[config.mk]
export PLATFORM = sky130hd
export DESIGN_NAME = ttb_regs
export DESIGN_NICKNAME = d
export VERILOG_FILES = /design/src/design/ttb_pkg.sv /design/src/design/ttb_walk_attr.sv /design/src/design/ttb_regs.sv
export SDC_FILE = /design/constraint.sdc
export NUM_CORES = 1
export LEC_CHECK = 0
export ABC_AREA = 1
export ABC_CLOCK_PERIOD_IN_PS = 15200
export BUFFER_PORTS_ARGS = -buffer_cell sky130_fd_sc_hd__buf_2
export CAP_MARGIN = 40
export CORE_MARGIN = 1.5
export CORE_UTILIZATION = 50
export CTS_CLUSTER_DIAMETER = 200
export DETAILED_ROUTE_END_ITERATION = 8
export GPL_TIMING_DRIVEN = 0
export PLACE_DENSITY = 0.7
export SLEW_MARGIN = 15
export SYNTH_ARGS = -nofsm -noshare
export SYNTH_HDL_FRONTEND = slang
export SYNTH_HIERARCHICAL = 1
export SYNTH_SLANG_ARGS = --single-unit
[constraint.sdc]
create_clock -name i_clock -period 15.2 [get_ports i_clock]
set_input_delay 1.52 -clock i_clock [delete_from_list [all_inputs] [get_ports i_clock]]
set_output_delay 1.52 -clock i_clock [all_outputs]
set_load 0.01 [all_outputs]
[src/design/ttb_pkg.sv]
package ttb_pkg;

  // apb byte offsets of the context bank registers
  localparam logic [11:0] OFF_CONFIG = 12'h000;
  localparam logic [11:0] OFF_CAPS = 12'h004;
  localparam logic [11:0] OFF_TBL0_LO = 12'h020;
  localparam logic [11:0] OFF_TBL0_HI = 12'h024;
  localparam logic [11:0] OFF_TBL1_LO = 12'h028;
  localparam logic [11:0] OFF_TBL1_HI = 12'h02c;
  localparam logic [11:0] OFF_TBL_CTRL = 12'h030;
  localparam logic [11:0] OFF_ATTR_LO = 12'h038;
  localparam logic [11:0] OFF_ATTR_HI = 12'h03c;
  localparam logic [11:0] OFF_SYNC_STATE = 12'h040;
  localparam logic [11:0] OFF_CMD = 12'h044;

  // reset values (the hardware leaves them unpredictable; zero is used)
  localparam logic [63:0] RST_TBL_BASE = 64'h0;
  localparam logic [31:0] RST_TBL_CTRL = 32'h0;
  localparam logic [31:0] RST_ATTR = 32'h0;

  // table control field positions
  localparam int TC_LONG_FMT = 31;
  localparam int TC_SHARE1 = 28;
  localparam int TC_OUTER1 = 26;
  localparam int TC_INNER1 = 24;
  localparam int TC_WALK_DIS1 = 23;
  localparam int TC_TAG_SEL = 22;
  localparam int TC_SIZE1 = 16;
  localparam int TC_SHARE0 = 12;
  localparam int TC_OUTER0 = 10;
  localparam int TC_INNER0 = 8;
  localparam int TC_WALK_DIS0 = 7;
  localparam int TC_SIZE0 = 0;
  // table control bits that belong to table 1 (hidden in a second-stage bank)
  localparam logic [31:0] TC_TABLE1_MASK = 32'h7fff_0000;

  // table base field positions
  localparam int TB_SHORT_INNER_LO = 6;
  localparam int TB_SHORT_INNER_HI = 0;
  localparam int TB_SHORT_INNER_SEL = 5;
  localparam int TB_SHORT_OUTER = 3;
  localparam int TB_SHORT_VENDOR = 2;
  localparam int TB_SHORT_SHARED = 1;
  localparam int TB_TAG = 48;
  localparam logic [63:0] TB_SHORT_ATTR_MASK = 64'h0000_0000_0000_007b;
  localparam logic [63:0] TB_LONG_TAG_MASK = 64'h00ff_0000_0000_0000;
  localparam logic [3:0] SHORT_ALIGN_TOP = 4'he;
  localparam logic [3:0] LONG_ALIGN_BIG = 4'he;
  localparam logic [3:0] LONG_ALIGN_SMALL = 4'h5;

  // config and capability bits
  localparam int CFG_STAGE2 = 0;
  localparam int CAP_STAGE1 = 0;
  localparam int SYNC_PENDING = 0;

  // walk attribute encodings
  typedef enum logic [1:0] {SH_NONE, SH_UNPRED, SH_OUTER, SH_INNER} ttb_share_e;
  typedef enum logic [1:0] {CA_NONCACHE, CA_WB_WA, CA_WT, CA_WB_NWA} ttb_cache_e;
  typedef enum logic [2:0] {
    CMD_NONE, CMD_FLUSH_ALL, CMD_FLUSH_TAG, CMD_FLUSH_VADDR, CMD_SYNC, CMD_XLATE_READ
  } ttb_cmd_e;

  // decoded attributes of one table, as the walker uses them
  typedef struct packed {
    logic [39:0] base;
    ttb_cache_e inner;
    ttb_cache_e outer;
    ttb_share_e share;
    logic walk_disable;
  } ttb_walk_s;

  // two-bit shareability code to enum
  function automatic ttb_share_e dec_share(input logic [1:0] code);
    unique case (code)
      2'h0: dec_share = SH_NONE;
      2'h1: dec_share = SH_UNPRED;
      2'h2: dec_share = SH_OUTER;
      2'h3: dec_share = SH_INNER;
    endcase
  endfunction

  // two-bit cacheability code to enum
  function automatic ttb_cache_e dec_cache(input logic [1:0] code);
    unique case (code)
      2'h0: dec_cache = CA_NONCACHE;
      2'h1: dec_cache = CA_WB_WA;
      2'h2: dec_cache = CA_WT;
      2'h3: dec_cache = CA_WB_NWA;
    endcase
  endfunction

  // lowest base address bit for the given format and region size
  function automatic logic [3:0] base_shift(input logic long_fmt, input logic [2:0] size);
    if (long_fmt) begin
      base_shift = (size > 3'h1) ? LONG_ALIGN_BIG - {1'b0, size} : LONG_ALIGN_SMALL - {1'b0, size};
    end else begin
      base_shift = SHORT_ALIGN_TOP - {1'b0, size};
    end
  endfunction

  // mask of the base address bits [top:shift]
  function automatic logic [63:0] base_mask(input logic long_fmt, input logic [3:0] shift);
    logic [63:0] top;
    top = long_fmt ? 64'h0000_00ff_ffff_ffff : 64'h0000_0000_ffff_ffff;
    base_mask = top & ~((64'h1 << shift) - 64'h1);
  endfunction

  // bits that hold state in the current format; all others read as zero
  function automatic logic [63:0] live_mask(input logic long_fmt, input logic [3:0] shift);
    live_mask = base_mask(long_fmt, shift) | (long_fmt ? TB_LONG_TAG_MASK : TB_SHORT_ATTR_MASK);
  endfunction

endpackage

[src/design/ttb_walk_attr.sv]
`timescale 1ns/1ps
`default_nettype none

// decodes one table base register into walk address and attributes
module ttb_walk_attr #(
  parameter bit TABLE1 = 1'b0
) (
  // current register contents
  input wire logic i_long_fmt,
  input wire logic [63:0] i_tbl_base,
  input wire logic [31:0] i_tbl_ctrl,
  // decoded result
  output ttb_pkg::ttb_walk_s o_walk
);
  import ttb_pkg::*;

  logic [2:0] size; // region size field of this table
  logic [3:0] shift; // lowest base bit
  logic [1:0] sh_f; // long format shareability
  logic [1:0] out_f; // long format outer cacheability
  logic [1:0] in_f; // long format inner cacheability
  logic [63:0] mask; // base address bits kept for this format and size

  // select this table's fields and decode them
  always_comb begin
    size = TABLE1 ? i_tbl_ctrl[TC_SIZE1 +: 3] : i_tbl_ctrl[TC_SIZE0 +: 3];
    sh_f = TABLE1 ? i_tbl_ctrl[TC_SHARE1 +: 2] : i_tbl_ctrl[TC_SHARE0 +: 2];
    out_f = TABLE1 ? i_tbl_ctrl[TC_OUTER1 +: 2] : i_tbl_ctrl[TC_OUTER0 +: 2];
    in_f = TABLE1 ? i_tbl_ctrl[TC_INNER1 +: 2] : i_tbl_ctrl[TC_INNER0 +: 2];
    // short format alignment uses zero size for table 1
    shift = base_shift(i_long_fmt, (TABLE1 && !i_long_fmt) ? 3'h0 : size);
    mask = base_mask(i_long_fmt, shift);
    o_walk.base = i_tbl_base[39:0] & mask[39:0];
    if (i_long_fmt) begin
      // long format: attributes come from the table control register
      o_walk.share = dec_share(sh_f);
      o_walk.outer = dec_cache(out_f);
      o_walk.inner = dec_cache(in_f);
      o_walk.walk_disable = TABLE1 ? i_tbl_ctrl[TC_WALK_DIS1] : i_tbl_ctrl[TC_WALK_DIS0];
    end else begin
      // short format: attributes come from the low base register bits
      // bit 0 is the upper half of the inner code, bit 6 the lower half
      o_walk.inner = dec_cache({i_tbl_base[TB_SHORT_INNER_HI],
                                i_tbl_base[TB_SHORT_INNER_LO]});
      o_walk.outer = dec_cache(i_tbl_base[TB_SHORT_OUTER +: 2]);
      if (!i_tbl_base[TB_SHORT_SHARED]) begin
        o_walk.share = SH_NONE;
      end else begin
        o_walk.share = i_tbl_base[TB_SHORT_INNER_SEL] ? SH_INNER : SH_OUTER;
      end
      o_walk.walk_disable = 1'b0;
    end
  end

endmodule

`default_nettype wire

[src/design/ttb_regs.sv]
`timescale 1ns/1ps
`default_nettype none

// Notes on behaviour
// - shareability code: none, unpredictable, outer, inner
// - cacheability code: nc, wb-wa, wt, wb-nwa
// - two 64-bit rw table base registers
// - short format base bits 31 to 14-N
// - short inner cacheability from bits 6,0
// - short bit 5 picks outer or inner
// - short bits 4:3 outer cacheability
// - short bit 2 vendor bit, zero here
// - short bit 1 marks walks shareable
// - long bits 55:48 hold address space tag
// - tag select bit picks table tag
// - long base 39 to x, x from size
// - first stage presence shown in capability bit
// - second stage bank forces long format
// - second stage hides table 1 state
// - second stage lacks status and attribute registers
// - second stage ignores tlb and translate commands
// - long format enable selects table system
// - region size is three-bit unsigned field
module ttb_regs #(
  parameter bit STAGE1_CAP = 1'b1
) (
  // clock and reset
  input wire logic i_clock,
  input wire logic i_reset,
  // apb slave
  input wire logic i_psel,
  input wire logic i_penable,
  input wire logic i_pwrite,
  input wire logic [11:0] i_paddr,
  input wire logic [31:0] i_pwdata,
  output logic [31:0] o_prdata,
  output logic o_pready,
  output logic o_pslverr,
  // walker side
  input wire logic i_sync_done,
  output ttb_pkg::ttb_walk_s o_walk0,
  output ttb_pkg::ttb_walk_s o_walk1,
  output logic [7:0] o_address_space_tag,
  output logic o_long_format_enable,
  output logic o_cmd_valid,
  output ttb_pkg::ttb_cmd_e o_cmd
);
  import ttb_pkg::*;

  // register state
  logic [63:0] tbl0_q, tbl0_d; // table 0 base
  logic [63:0] tbl1_q, tbl1_d; // table 1 base
  logic [31:0] ctrl_q, ctrl_d; // table control
  logic [31:0] attr_lo_q, attr_lo_d; // attribute indirection low
  logic [31:0] attr_hi_q, attr_hi_d; // attribute indirection high
  logic stage2_q, stage2_d; // bank configured as second stage
  logic sync_q, sync_d; // tlb sync pending
  // bus answer state
  logic [31:0] prdata_q, prdata_d;
  logic pready_q, pready_d;
  logic pslverr_q, pslverr_d;
  // walker outputs
  ttb_walk_s walk0_q, walk0_d, walk1_q, walk1_d;
  logic [7:0] tag_q, tag_d;
  logic long_q, long_d;
  logic cmd_valid_q, cmd_valid_d;
  ttb_cmd_e cmd_q, cmd_d;
  // decoded views
  logic long_fmt; // effective format select
  logic [31:0] ctrl_view; // table control as read back
  logic [63:0] live0, live1; // bits that hold state in each base
  ttb_walk_s dec0, dec1; // combinational decode results
  logic setup; // apb setup phase
  logic access; // apb access phase that completes now
  logic absent; // address not mapped in the current bank type

  // decode a command code written by software
  function automatic ttb_cmd_e dec_cmd(input logic [2:0] code);
    unique case (code)
      3'h1: dec_cmd = CMD_FLUSH_ALL;
      3'h2: dec_cmd = CMD_FLUSH_TAG;
      3'h3: dec_cmd = CMD_FLUSH_VADDR;
      3'h4: dec_cmd = CMD_SYNC;
      3'h5: dec_cmd = CMD_XLATE_READ;
      default: dec_cmd = CMD_NONE;
    endcase
  endfunction

  // effective format and live masks
  always_comb begin
    long_fmt = stage2_q | ctrl_q[TC_LONG_FMT];
    ctrl_view = stage2_q ? (ctrl_q & ~TC_TABLE1_MASK) : ctrl_q;
    ctrl_view[TC_LONG_FMT] = long_fmt;
    live0 = live_mask(long_fmt, base_shift(long_fmt, ctrl_q[TC_SIZE0 +: 3]));
    live1 = stage2_q ? 64'h0 : live_mask(long_fmt, base_shift(long_fmt, 3'h0));
    if (long_fmt) begin
      live1 = stage2_q ? 64'h0 : live_mask(1'b1, base_shift(1'b1, ctrl_q[TC_SIZE1 +: 3]));
    end
    setup = i_psel & ~i_penable;
    access = i_psel & i_penable & pready_q;
    // absent registers of a second-stage bank
    absent = stage2_q && (i_paddr == OFF_ATTR_LO || i_paddr == OFF_ATTR_HI ||
                          i_paddr == OFF_SYNC_STATE);
  end

  // attribute decode for each table
  ttb_walk_attr #(.TABLE1(1'b0)) u_dec0 (
    .i_long_fmt(long_fmt),
    .i_tbl_base(tbl0_q),
    .i_tbl_ctrl(ctrl_q),
    .o_walk(dec0)
  );
  ttb_walk_attr #(.TABLE1(1'b1)) u_dec1 (
    .i_long_fmt(long_fmt),
    .i_tbl_base(tbl1_q),
    .i_tbl_ctrl(ctrl_q),
    .o_walk(dec1)
  );

  // apb answer: data and error prepared in setup, pready in access
  always_comb begin
    prdata_d = 32'h0;
    pslverr_d = 1'b0;
    pready_d = setup; // one-cycle access phase
    if (setup) begin
      unique case (i_paddr)
        OFF_CONFIG: prdata_d[CFG_STAGE2] = stage2_q;
        OFF_CAPS: prdata_d[CAP_STAGE1] = STAGE1_CAP;
        OFF_TBL0_LO: prdata_d = tbl0_q[31:0] & live0[31:0];
        OFF_TBL0_HI: prdata_d = tbl0_q[63:32] & live0[63:32];
        OFF_TBL1_LO: prdata_d = tbl1_q[31:0] & live1[31:0];
        OFF_TBL1_HI: prdata_d = tbl1_q[63:32] & live1[63:32];
        OFF_TBL_CTRL: prdata_d = ctrl_view;
        OFF_ATTR_LO: prdata_d = attr_lo_q;
        OFF_ATTR_HI: prdata_d = attr_hi_q;
        OFF_SYNC_STATE: prdata_d[SYNC_PENDING] = sync_q;
        OFF_CMD: prdata_d = 32'h0; // write only
        default: pslverr_d = 1'b1; // unmapped
      endcase
      if (absent || (stage2_q && i_paddr == OFF_CMD)) begin
        pslverr_d = 1'b1;
        prdata_d = 32'h0;
      end
    end
  end

  // register writes, taken at the completing access edge
  always_comb begin
    tbl0_d = tbl0_q;
    tbl1_d = tbl1_q;
    ctrl_d = ctrl_q;
    attr_lo_d = attr_lo_q;
    attr_hi_d = attr_hi_q;
    stage2_d = stage2_q;
    cmd_valid_d = 1'b0;
    cmd_d = CMD_NONE;
    sync_d = sync_q & ~i_sync_done;
    if (access && i_pwrite && !pslverr_q) begin
      unique case (i_paddr)
        OFF_CONFIG: stage2_d = i_pwdata[CFG_STAGE2];
        OFF_TBL0_LO: tbl0_d[31:0] = i_pwdata;
        OFF_TBL0_HI: tbl0_d[63:32] = i_pwdata;
        OFF_TBL1_LO: begin
          if (!stage2_q) begin
            tbl1_d[31:0] = i_pwdata;
          end
        end
        OFF_TBL1_HI: begin
          if (!stage2_q) begin
            tbl1_d[63:32] = i_pwdata;
          end
        end
        OFF_TBL_CTRL: ctrl_d = stage2_q ? (i_pwdata & ~TC_TABLE1_MASK) : i_pwdata;
        OFF_ATTR_LO: attr_lo_d = i_pwdata;
        OFF_ATTR_HI: attr_hi_d = i_pwdata;
        OFF_CMD: begin
          cmd_d = dec_cmd(i_pwdata[2:0]);
          cmd_valid_d = (cmd_d != CMD_NONE);
          if (cmd_d == CMD_SYNC) begin
            sync_d = 1'b1; // set wins over done
          end
        end
        default: ;
      endcase
    end
    // the vendor bit carries no feature here and is never stored
    tbl0_d[TB_SHORT_VENDOR] = 1'b0;
    tbl1_d[TB_SHORT_VENDOR] = 1'b0;
  end

  // walker output values
  always_comb begin
    walk0_d = dec0;
    walk1_d = stage2_q ? '0 : dec1;
    long_d = long_fmt;
    tag_d = 8'h0;
    if (long_fmt) begin
      tag_d = (ctrl_q[TC_TAG_SEL] && !stage2_q) ? tbl1_q[TB_TAG +: 8]
                                                : tbl0_q[TB_TAG +: 8];
    end
  end

  // state registers
  always_ff @(posedge i_clock or posedge i_reset) begin
    if (i_reset) begin
      tbl0_q <= RST_TBL_BASE;
      tbl1_q <= RST_TBL_BASE;
      ctrl_q <= RST_TBL_CTRL;
      attr_lo_q <= RST_ATTR;
      attr_hi_q <= RST_ATTR;
      stage2_q <= 1'b0;
      sync_q <= 1'b0;
      prdata_q <= 32'h0;
      pready_q <= 1'b0;
      pslverr_q <= 1'b0;
      walk0_q <= '0;
      walk1_q <= '0;
      tag_q <= 8'h0;
      long_q <= 1'b0;
      cmd_valid_q <= 1'b0;
      cmd_q <= CMD_NONE;
    end else begin
      tbl0_q <= tbl0_d;
      tbl1_q <= tbl1_d;
      ctrl_q <= ctrl_d;
      attr_lo_q <= attr_lo_d;
      attr_hi_q <= attr_hi_d;
      stage2_q <= stage2_d;
      sync_q <= sync_d;
      prdata_q <= prdata_d;
      pready_q <= pready_d;
      pslverr_q <= pslverr_d;
      walk0_q <= walk0_d;
      walk1_q <= walk1_d;
      tag_q <= tag_d;
      long_q <= long_d;
      cmd_valid_q <= cmd_valid_d;
      cmd_q <= cmd_d;
    end
  end

  // outputs straight from flops
  assign o_prdata = prdata_q;
  assign o_pready = pready_q;
  assign o_pslverr = pslverr_q;
  assign o_walk0 = walk0_q;
  assign o_walk1 = walk1_q;
  assign o_address_space_tag = tag_q;
  assign o_long_format_enable = long_q;
  assign o_cmd_valid = cmd_valid_q;
  assign o_cmd = cmd_q;
endmodule

`default_nettype wire

# Word level (Yosys, flattened, before mapping)
# Cells that the tools add are included.
# totals
latchBits	0
memories	0
reg_bits	365
input_bits	50
mem_bits_rw	0
mem_bits_ro	0
# classes
n_addsub	10
n_reduce_logical	31
n_mux	51
bitwise_logic	23
order_cmp	3
mul	0
n_shift	4
div_mod_pow	0
eq_ne	46
# ops
cell	n
$pmux 31 s7	1
$and 32x32->32	4
$and 64x64->64	2
$mux 64	2
$not 64->64	2
$shl 1x4->64 const A	2
$sub 64x1->64 const B	2
$and 40x40->40	3
$mux 56	2
$eq 12x6->1 const B	7
$not 40->40	2
$pmux 2 s4	10
$shl 1x4->40 const A	2
$sub 40x1->40 const B	2
$mux 32	2
$or 64x56->64	1
$or 64x64->64	1
$mux 31	2
$mux 47	1
$eq 2x2->1 const B	20
$mux 40	1
$mux 4	7
$eq 12x7->1 const B	2
$eq 2x1->1 const B	10
other kinds (26)	78

# Depth between registers and ports, before layout
# Gate-level depths: netlist of run 1.
# depth
word_depth	13
ltp_mapped	25

# By module
# Netlist of run 1, hierarchy kept.
# by_module_without_submodules
mod	n_inst	area_each_um2	cells_per_inst
ttb_regs	1	15143.3	1642
ttb_walk_attr at u_dec0	1	1091.0	215
ttb_walk_attr at u_dec1	1	909.6	191

# Least setup slack after synthesis of run 1
# OpenSTA, ideal clock, no wires.
# synth_path
path_kind	reg2reg
start	register ctrl_q[31]
end	register walk1_q, in the netlist o_walk1[17]
arrival_ns	3.020
setup_time_ns	0.132
stages_incl_launch_ff	26
setup_slack_ns	12.048
t_required_ns	15.068
cell_sequence	dfrtp_1 > inv_2 > nand2_4 > buf_6 > clkbuf_1 > buf_4 > nand2_1 > inv_1 > ha_1 > nand2_1 > nand2_2 > nand2_4 > nand2_4 > inv_2 > buf_4 > nor2_2 > nand2_1 > ha_1 > nand2_1 > inv_2 > nand3_1 > nand2_1 > nand2_1 > nor2_1 > inv_1 > nor2_1
# synth_rtl
element	line	text
start: declaration	ttb_regs.sv:53	logic [31:0] ctrl_q, ctrl_d;
start signal: assignment	ttb_regs.sv:225	ctrl_q <= ctrl_d;
end signal: assignment	ttb_regs.sv:234	walk1_q <= walk1_d;
end: declaration	ttb_regs.sv:63	ttb_walk_s walk0_q, walk0_d, walk1_q, walk1_d;

==> flow_summary.rst, run 1 <==
.. list-table::
   :header-rows: 1

   * - Metric
     - Value
   * - Nets
     - between 2,000 and 2,500
   * - N_diodes
     - 0
   * - Die Span X
     - between 150 and 200 µm
   * - Relative contribution of sequential cells to total power
     - about half
   * - Share of total power in combinational logic
     - roughly 2.6%
   * - Slew margin rel.
     - 47.33%
   * - Pin count of the biggest net entering global routing
     - 100
   * - Worst setup slack for register-to-register paths
     - ~11 ns
   * - Outcome
     - complete, no violations
   * - Buffer and inverter count on the worst path
     - 10
   * - H-tree depth reported by CTS
     - 2
   * - Wire length of the first global-routing pass
     - 80.41 mm
   * - Fmax
     - 0.2476 GHz
   * - Routed WL
     - roughly 52 mm
   * - Slowest cell on the critical path
     - clkbuf_1
   * - Clock transition at the registers of the reported paths
     - around 0.060 ns
   * - First-pass iteration count of the detailed router
     - 6
   * - Syn Std Cell Area
     - between 15,000 and 20,000 µm²
   * - Starting utilization of the core area
     - 50.90%
   * - Overflow left after global routing
     - 0
   * - Switching power share of the total
     - around 22%
   * - Antenna-violating nets left
     - 0
   * - Buffer type at the clock tree root
     - clkbuf_16
   * - Design internal power
     - between 0.001 and 0.0015 W
   * - Maximum vdd ir drop
     - about 70 µV
   * - Number of buffers created by CTS
     - 36
   * - Final critical-path share of the clock period
     - between 20% and 30%
   * - Proportion of layout cells with a drive suffix above 1
     - between 10% and 20%
   * - Power Dens Cells
     - 97.49 nW/µm²
   * - Area taken by multi-input logic gates
     - between 6000 and 7000 µm²
   * - Critical Path Sink Type
     - register
   * - Crit path launch type
     - register
   * - Total via count after detailed routing
     - ~14,000
   * - Area of the core region
     - 31,560 µm²
   * - Clock power frac
     - 49.1%
   * - Number of standard-cell rows in the floorplan
     - 65
   * - DRC viols
     - 0
   * - Total of warnings raised by yosys
     - 6
   * - Maximum capacitance violations
     - 0
   * - Final setup viols
     - 0
   * - CP Data Required Time
     - between 15 and 20 ns
   * - Worst min path class
     - register to register
   * - Worst EP arrival
     - between 4 and 5 ns
   * - FF+latch area
     - about 8300 µm²
   * - Leakage component of the power
     - slightly below 10 nW
   * - Final critical-path required period
     - 4.039 ns
   * - Overall Global Routing Usage
     - roughly 32%
   * - Total power after layout
     - roughly 0.0018 W
   * - Hold buffer count at CTS
     - 0
   * - Number of buffers on the longest clock path
     - 3
   * - Count of pins on the block boundary
     - approximately 190
   * - Antenna violations before repair
     - 0
   * - Detail-routed via count per cell
     - between 5 and 6
   * - Count of fill cells added during filler insertion
     - between 2,000 and 3,000
   * - Clock insertion delay at the later pin of the skew report
     - 0.54 ns
   * - Estimated wirelength of the detail-placed design
     - between 30 and 40 mm
   * - Worst-path maximum fanout
     - 10
   * - Final GP Congestion
     - 0.9542
   * - Final Hold Viols
     - 0
   * - Crit path largest cell delay
     - around 0.47 ns
   * - Number of global-route vias before repair
     - 13,750
   * - Category of the most critical setup path
     - register to register
   * - Buffers on Ports
     - 190
   * - Synth Instances
     - between 1,500 and 2,000
   * - PostCTS Resize Cnt
     - 0
   * - Hold slack
     - between 0.4 and 0.5 ns
   * - Post-CTS Setup Repair Bufs
     - 0
   * - Cell breakdown of the critical path
     - inv_1, nand2_4, buf_6, clkbuf_1, buf_4, nand2_1, inv_1, ha_1, nand2_1, nand2_2, nand2_4, nand2_4, inv_2, buf_4, nor2_2, nand2_1, ha_1, nand2_1, inv_2, nand2_2, nand2_1, inv_1, inv_1, nor2_1
   * - Area growth from synthesis to layout
     - 17.29%
   * - Vertical die dimension
     - 182.2 µm
   * - Actual transition at the worst max-transition pin
     - approximately 0.8 ns
   * - Total die area
     - about 33,000 µm²
   * - Category of cells accounting for the largest share of critical-path delay
     - buffers and inverters
   * - Clock sinks
     - around 330
   * - Average wire per cell in the routed design
     - around 20 µm
   * - Cell mode on critical path
     - nand2_1
   * - Unrepaired setup endpoints after global routing
     - no
   * - Mean post-synth cell area
     - a little over 8 µm²
   * - TritonCTS clock tree
     - yes
   * - Net switching power figure
     - 0.0004061 W
   * - Violation count after the first detailed-route iteration
     - ~1,800
   * - Slew Limit Fails
     - 0
   * - Max Clock Skew
     - 0.02409 ns
   * - Final TNS setup
     - 0 ns
[layer usage]
metal,part of all wire [%],global-route usage (%)
met5,0.076,0
met2,42,45.95
met4,3.6,12.23
met1,43,46.29
met3,11,9.180
[sequential cells by signal, summed over array words and instances (netlist names), 8 cells and up]
| name | flops |
|---|---|
| o_walk0 | 47 |
| tbl1_q | 47 |
| ctrl_q | 32 |
| o_walk1 | 47 |
| o_prdata | 32 |
| attr_lo_q | 32 |
| tbl0_q | 47 |
| o_address_space_tag | 8 |
| attr_hi_q | 32 |
[stage by stage]
| stage | worst slack (ns) | cell area, µm² | instances | util (%) |
|---|---|---|---|---|
| after floorplan | 4.455 | 16070 | 1953 | - |
| after global placement | 1.292 | 17520 | 2545 | 55.52 |
| after detailed placement | 11.23 | 17620 | 2549 | 55.84 |
| after CTS | 11.19 | 18840 | 2613 | 59.71 |
| after global routing | 10.82 | 18840 | 2613 | 59.71 |
| final | 11.16 | 18840 | 2613 | 59.71 |
[path summary, 6_finish.rpt]
kind                                             end  cells past startpoint                       from
max in group asynchronous     ctrl_q[21]$_DFFE_PP0P_                      4                    i_reset
setup / recovery               o_walk1[25]$_DFF_PP0_                     24       stage2_q$_DFFE_PP0P_
setup reg to reg               o_walk1[25]$_DFF_PP0_                     24       stage2_q$_DFFE_PP0P_
min in group asynchronous      o_walk0[16]$_DFF_PP0_                      2                    i_reset
hold / removal             attr_lo_q[22]$_DFFE_PP0P_                      2  attr_lo_q[22]$_DFFE_PP0P_
hold reg to reg            attr_lo_q[22]$_DFFE_PP0P_                      2  attr_lo_q[22]$_DFFE_PP0P_
[power groups by stage]
stage	registers [W]	logic [W]	clock network [W]
floorplan	0.000904	0.0000232	0
global placement	0.000904	0.0000443	0
detailed placement	0.000904	0.0000483	0
CTS	0.000887	0.0000483	0.000907
global route	0.000887	0.0000533	0.000947
finish	0.000887	0.0000482	0.000901
[layout make-up]
cell class              instances  share of cell area (%)
flip-flops and latches        333                   44.23
multi-input cells            1276                   33.80
repair buffers                194                   5.545
clock buffers                  48                   5.505
inverters                     266                   5.346
well taps                     402                   2.670
plain buffers                  78                   1.946
clock inverters                16                  0.9629
[cell usage in the layout, fill, tap and decap left out, drive strengths merged, types with 17 or more instances in the layout]
cell type and n:
nand2 544, a21oi 57, o22ai 17, nor2 181, clkbuf 99, nor3 19, buf 221, nand3 116
dfrtp 333, inv 266, o21ai 223, ha 35
[tightest hold or removal path: cells and delay by family (launching register included)]
family,cells,cell delay (ns)
flops,1,0.34
compound gates,1,0.06
simple gates,1,0.05
Note: power is estimated with default switching activity, not from simulation.
==> run 2: changes to the inputs <==
ABC_CLOCK_PERIOD_IN_PS = 3450   (was 15200)
PLACE_DENSITY = 0.72   (was 0.7)
clock period = 3.45 ns   (was 15.2 ns; I/O delays follow)
==> flow_summary.rst, run 2 (synthesis results as in run 1) <==
.. list-table::
   :header-rows: 1

   * - Metric
     - Value
   * - Commonest cells after routing, fill and taps aside
     - 506 x nand2_1, 330 x dfrtp_1, 241 x inv_1, 201 x o21ai_0, 201 x buf_2
   * - Clock insertion delay at the later pin of the skew report
     - 0.53 ns (about the same)
   * - Count of cells along the worst register-to-register path
     - 14 (-42%)
   * - Area growth from synthesis to layout
     - 17.75%
   * - Worst EP arrival
     - 3.70 ns (-0.78 ns)
   * - Buffers on Ports
     - 190 (unchanged)
   * - M3 GR Usage
     - 9.200% (+0.020 points)
   * - Crit path launch type
     - register
   * - Most common library cell in the layout ignoring fill and taps
     - nand2_1
   * - Proportion of layout cells with a drive suffix above 1
     - 18.02% (+0.52 points)
   * - Hold Path Sink
     - o_pready$_DFF_PP0_
   * - Hold Startpoint
     - i_penable
   * - Share of the core filled with cells in the final layout
     - 59.94% (+0.23 points)
   * - Starting utilization of the core area
     - 50.90% (unchanged)
   * - Total via count after detailed routing
     - 14,480 (+0.41%)
   * - Maximum capacitance violations
     - 0 (unchanged)
   * - Unrepaired setup endpoints after global routing
     - no
   * - Nets
     - 2,281 (+0.48%)
   * - Actual transition at the worst max-transition pin
     - 0.8331 ns (+0.04300 ns)
   * - First-pass iteration count of the detailed router
     - 6 (unchanged)
   * - Estimated wirelength of the detail-placed design
     - 40.03 mm (+0.43%)
   * - TritonCTS clock tree
     - yes
   * - Buffer type at the clock tree root
     - clkbuf_16
   * - Dpl cells
     - 2,555 (+0.24%)
   * - CP Data Required Time
     - 3.83 ns (-11.82 ns)
   * - Overall Global Routing Usage
     - 31.90% (-0.26 points)
   * - N_diodes
     - 0 (unchanged)
   * - Outcome
     - complete, no violations
   * - DRC viols
     - 0 (unchanged)
   * - Antenna-violating nets left
     - 0 (unchanged)
   * - Routed WL
     - 52.11 mm (-0.62%)
   * - H-tree depth reported by CTS
     - 2 (unchanged)
   * - Area of the core region
     - 31,560 µm² (unchanged)
   * - Final critical-path required period
     - 3.316 ns (-0.7224 ns)
   * - Category of the most critical setup path
     - register to register
   * - Worst min path class
     - input pin to register
   * - Met1 global-route usage
     - 45.20% (-1.1 points)
   * - Number of global-route vias before repair
     - 13,810 (+0.38%)
   * - Total die area
     - 33,210 µm² (unchanged)
   * - Clock sinks
     - 333 (unchanged)
   * - Number of buffers on the longest clock path
     - 3 (unchanged)
   * - Final setup viols
     - 0 (unchanged)
   * - Final GP Congestion
     - 0.9642 (+1.0%)
   * - Slew Limit Fails
     - 0 (unchanged)
   * - Fmax
     - 0.3015 GHz (+22%)
   * - Worst-path maximum fanout
     - 12 (+2)
   * - Leakage component of the power
     - 9.935 nW (about the same)
   * - Vertical die dimension
     - 182.2 µm (unchanged)
   * - Count of pins on the block boundary
     - 191 (unchanged)
   * - Critical Path Sink Type
     - register
   * - Wire length of the first global-routing pass
     - 79.56 mm (-1.1%)
   * - Reg2reg end
     - o_prdata[15]$_DFF_PP0_
   * - Post-Layout Cell Count
     - 2,616 (+0.11%)
   * - Overflow left after global routing
     - 0 (unchanged)
   * - Slew margin rel.
     - 44.46% (-2.9 points)
   * - Max Clock Skew
     - 0.01264 ns (-0.01145 ns)
   * - Worst setup slack for register-to-register paths
     - 0.13 ns (-11.03 ns)
   * - Met2 usage in global routing
     - 47.13% (+1.2 points)
   * - Detail-routed via count per cell
     - 5.536 (+0.29%)
   * - Count of fill cells added during filler insertion
     - 2,841 (-0.84%)
   * - Number of standard-cell rows in the floorplan
     - 65 (unchanged)
   * - Final critical-path share of the clock period
     - 96.12% (+70 points)
   * - Number of buffers created by CTS
     - 35 (-2.8%)
   * - Average wire per cell in the routed design
     - 19.92 µm (-0.74%)
   * - Antenna violations before repair
     - 1 (+1)
   * - Hold slack
     - 0.03384 ns (-0.4522 ns)
   * - Clock transition at the registers of the reported paths
     - 0.06 ns (about the same)
   * - Final Hold Viols
     - 0 (unchanged)
   * - Maximum vdd ir drop
     - 445.2 µV (+540%)
   * - Die Span X
     - 182.2 µm (unchanged)
   * - Pin count of the biggest net entering global routing
     - 40 (-60%)
   * - Power Dens Cells
     - 410.5 nW/µm² (+320%)
   * - Crit Reg-Reg Startpoint
     - ctrl_q[2]$_DFFE_PP0P_
   * - Violation count after the first detailed-route iteration
     - 1,625 (-8.0%)
   * - Hold path depth
     - 2 (unchanged)
   * - Most used routing layer
     - met2
run 2: changes by cell type in the layout (fill, tap and decap cells not counted), sizes merged:
cell | before | now
buf | 221 | 232
clkbuf | 99 | 94
clkinv | 13 | 8
clkinvlp | 0 | 3
dlygate4sd3 | 0 | 2
inv | 266 | 264
bufinv | 3 | 2
run 2: critical path, cell delays in order (launching register included):
cell and delay, ns:
dfrtp_2 0.51, inv_2 0.19, ha_2 0.28, nand2_2 0.11, nand2_1 0.07, nand2_1 0.16, nor2_1 0.30, nand3_1 0.17
nand3b_1 0.15, nor2_1 0.06, ha_1 0.27, nand2_1 0.08, o21ai_0 0.39, a21oi_1 0.08, a31oi_1 0.33
run 2: how the worst max path moves through the flow:
stage,endpoint,start,slack (ns)
after floorplan,attr_hi_q[0]$_DFFE_PP0P_,i_reset,-1.34
after global placement,tbl1_q[52]$_DFFE_PP0P_,i_reset,-3.05
after detailed placement,o_walk1[17]$_DFF_PP0_,stage2_q$_DFFE_PP0P_,-0.46
after CTS,o_walk1[35]$_DFF_PP0_,stage2_q$_DFFE_PP0P_,0.05
after global routing,o_prdata[16]$_DFF_PP0_,ctrl_q[2]$_DFFE_PP0P_,0.003
final,o_prdata[15]$_DFF_PP0_,ctrl_q[2]$_DFFE_PP0P_,0.13
run 2: metal layers:
| layer | wire [µm] | share of wire (%) |
|---|---|---|
| met4 | 1662 | 3.2 |
| met1 | 22080 | 42 |
| met2 | 22090 | 42 |
| met3 | 6270 | 12 |
| met5 | 7 | 0.013 |
run 2: layout make-up:
cell class / instances / area [µm²] / area share, %
plain buffers: 76 / 364.1 / 1.925
clock buffers: 44 / 949.7 / 5.021
clock inverters: 11 / 122.6 / 0.6483
inverters: 266 / 1012 / 5.352
multi-input cells: 1276 / 6402 / 33.85
flip-flops and latches: 333 / 8337 / 44.08
well taps: 402 / 503.0 / 2.659
repair buffers: 208 / 1224 / 6.470
run 2: stage by stage:
step / setup WS [ns] / total power (W) / cell area (µm²) / TNS (ns)
6_report: 0.1338 / 0.007765 / 18910 / 0
5_1_grt: 0.002897 / 0.007985 / 18910 / 0
4_1_cts: 0.04577 / 0.007793 / 18820 / 0
3_5_place_dp: -0.4561 / 0.004205 / 17720 / -6.181
3_3_place_gp: -3.051 / 0.004180 / 17520 / -1019.15
2_1_floorplan: -1.344 / 0.004088 / 16070 / -447.43
run 2: what timing repair did:
action / in CTS / in global routing
pin swaps: 0 / 2
resized for setup: 5 / 17
endpoints found under the hold margin: 30 / 0
setup buffers: 2 / 4
endpoints found under the setup margin: 23 / 27
hold buffers: 2 / 0
run 2: where the power goes:
part | switching [W] | internal (W) | total (W)
Clock | 0.00153 | 0.00209 | 0.00363
Combinational | 0.000172 | 0.0000555 | 0.000227
Sequential | 0.00000205 | 0.00391 | 0.00391
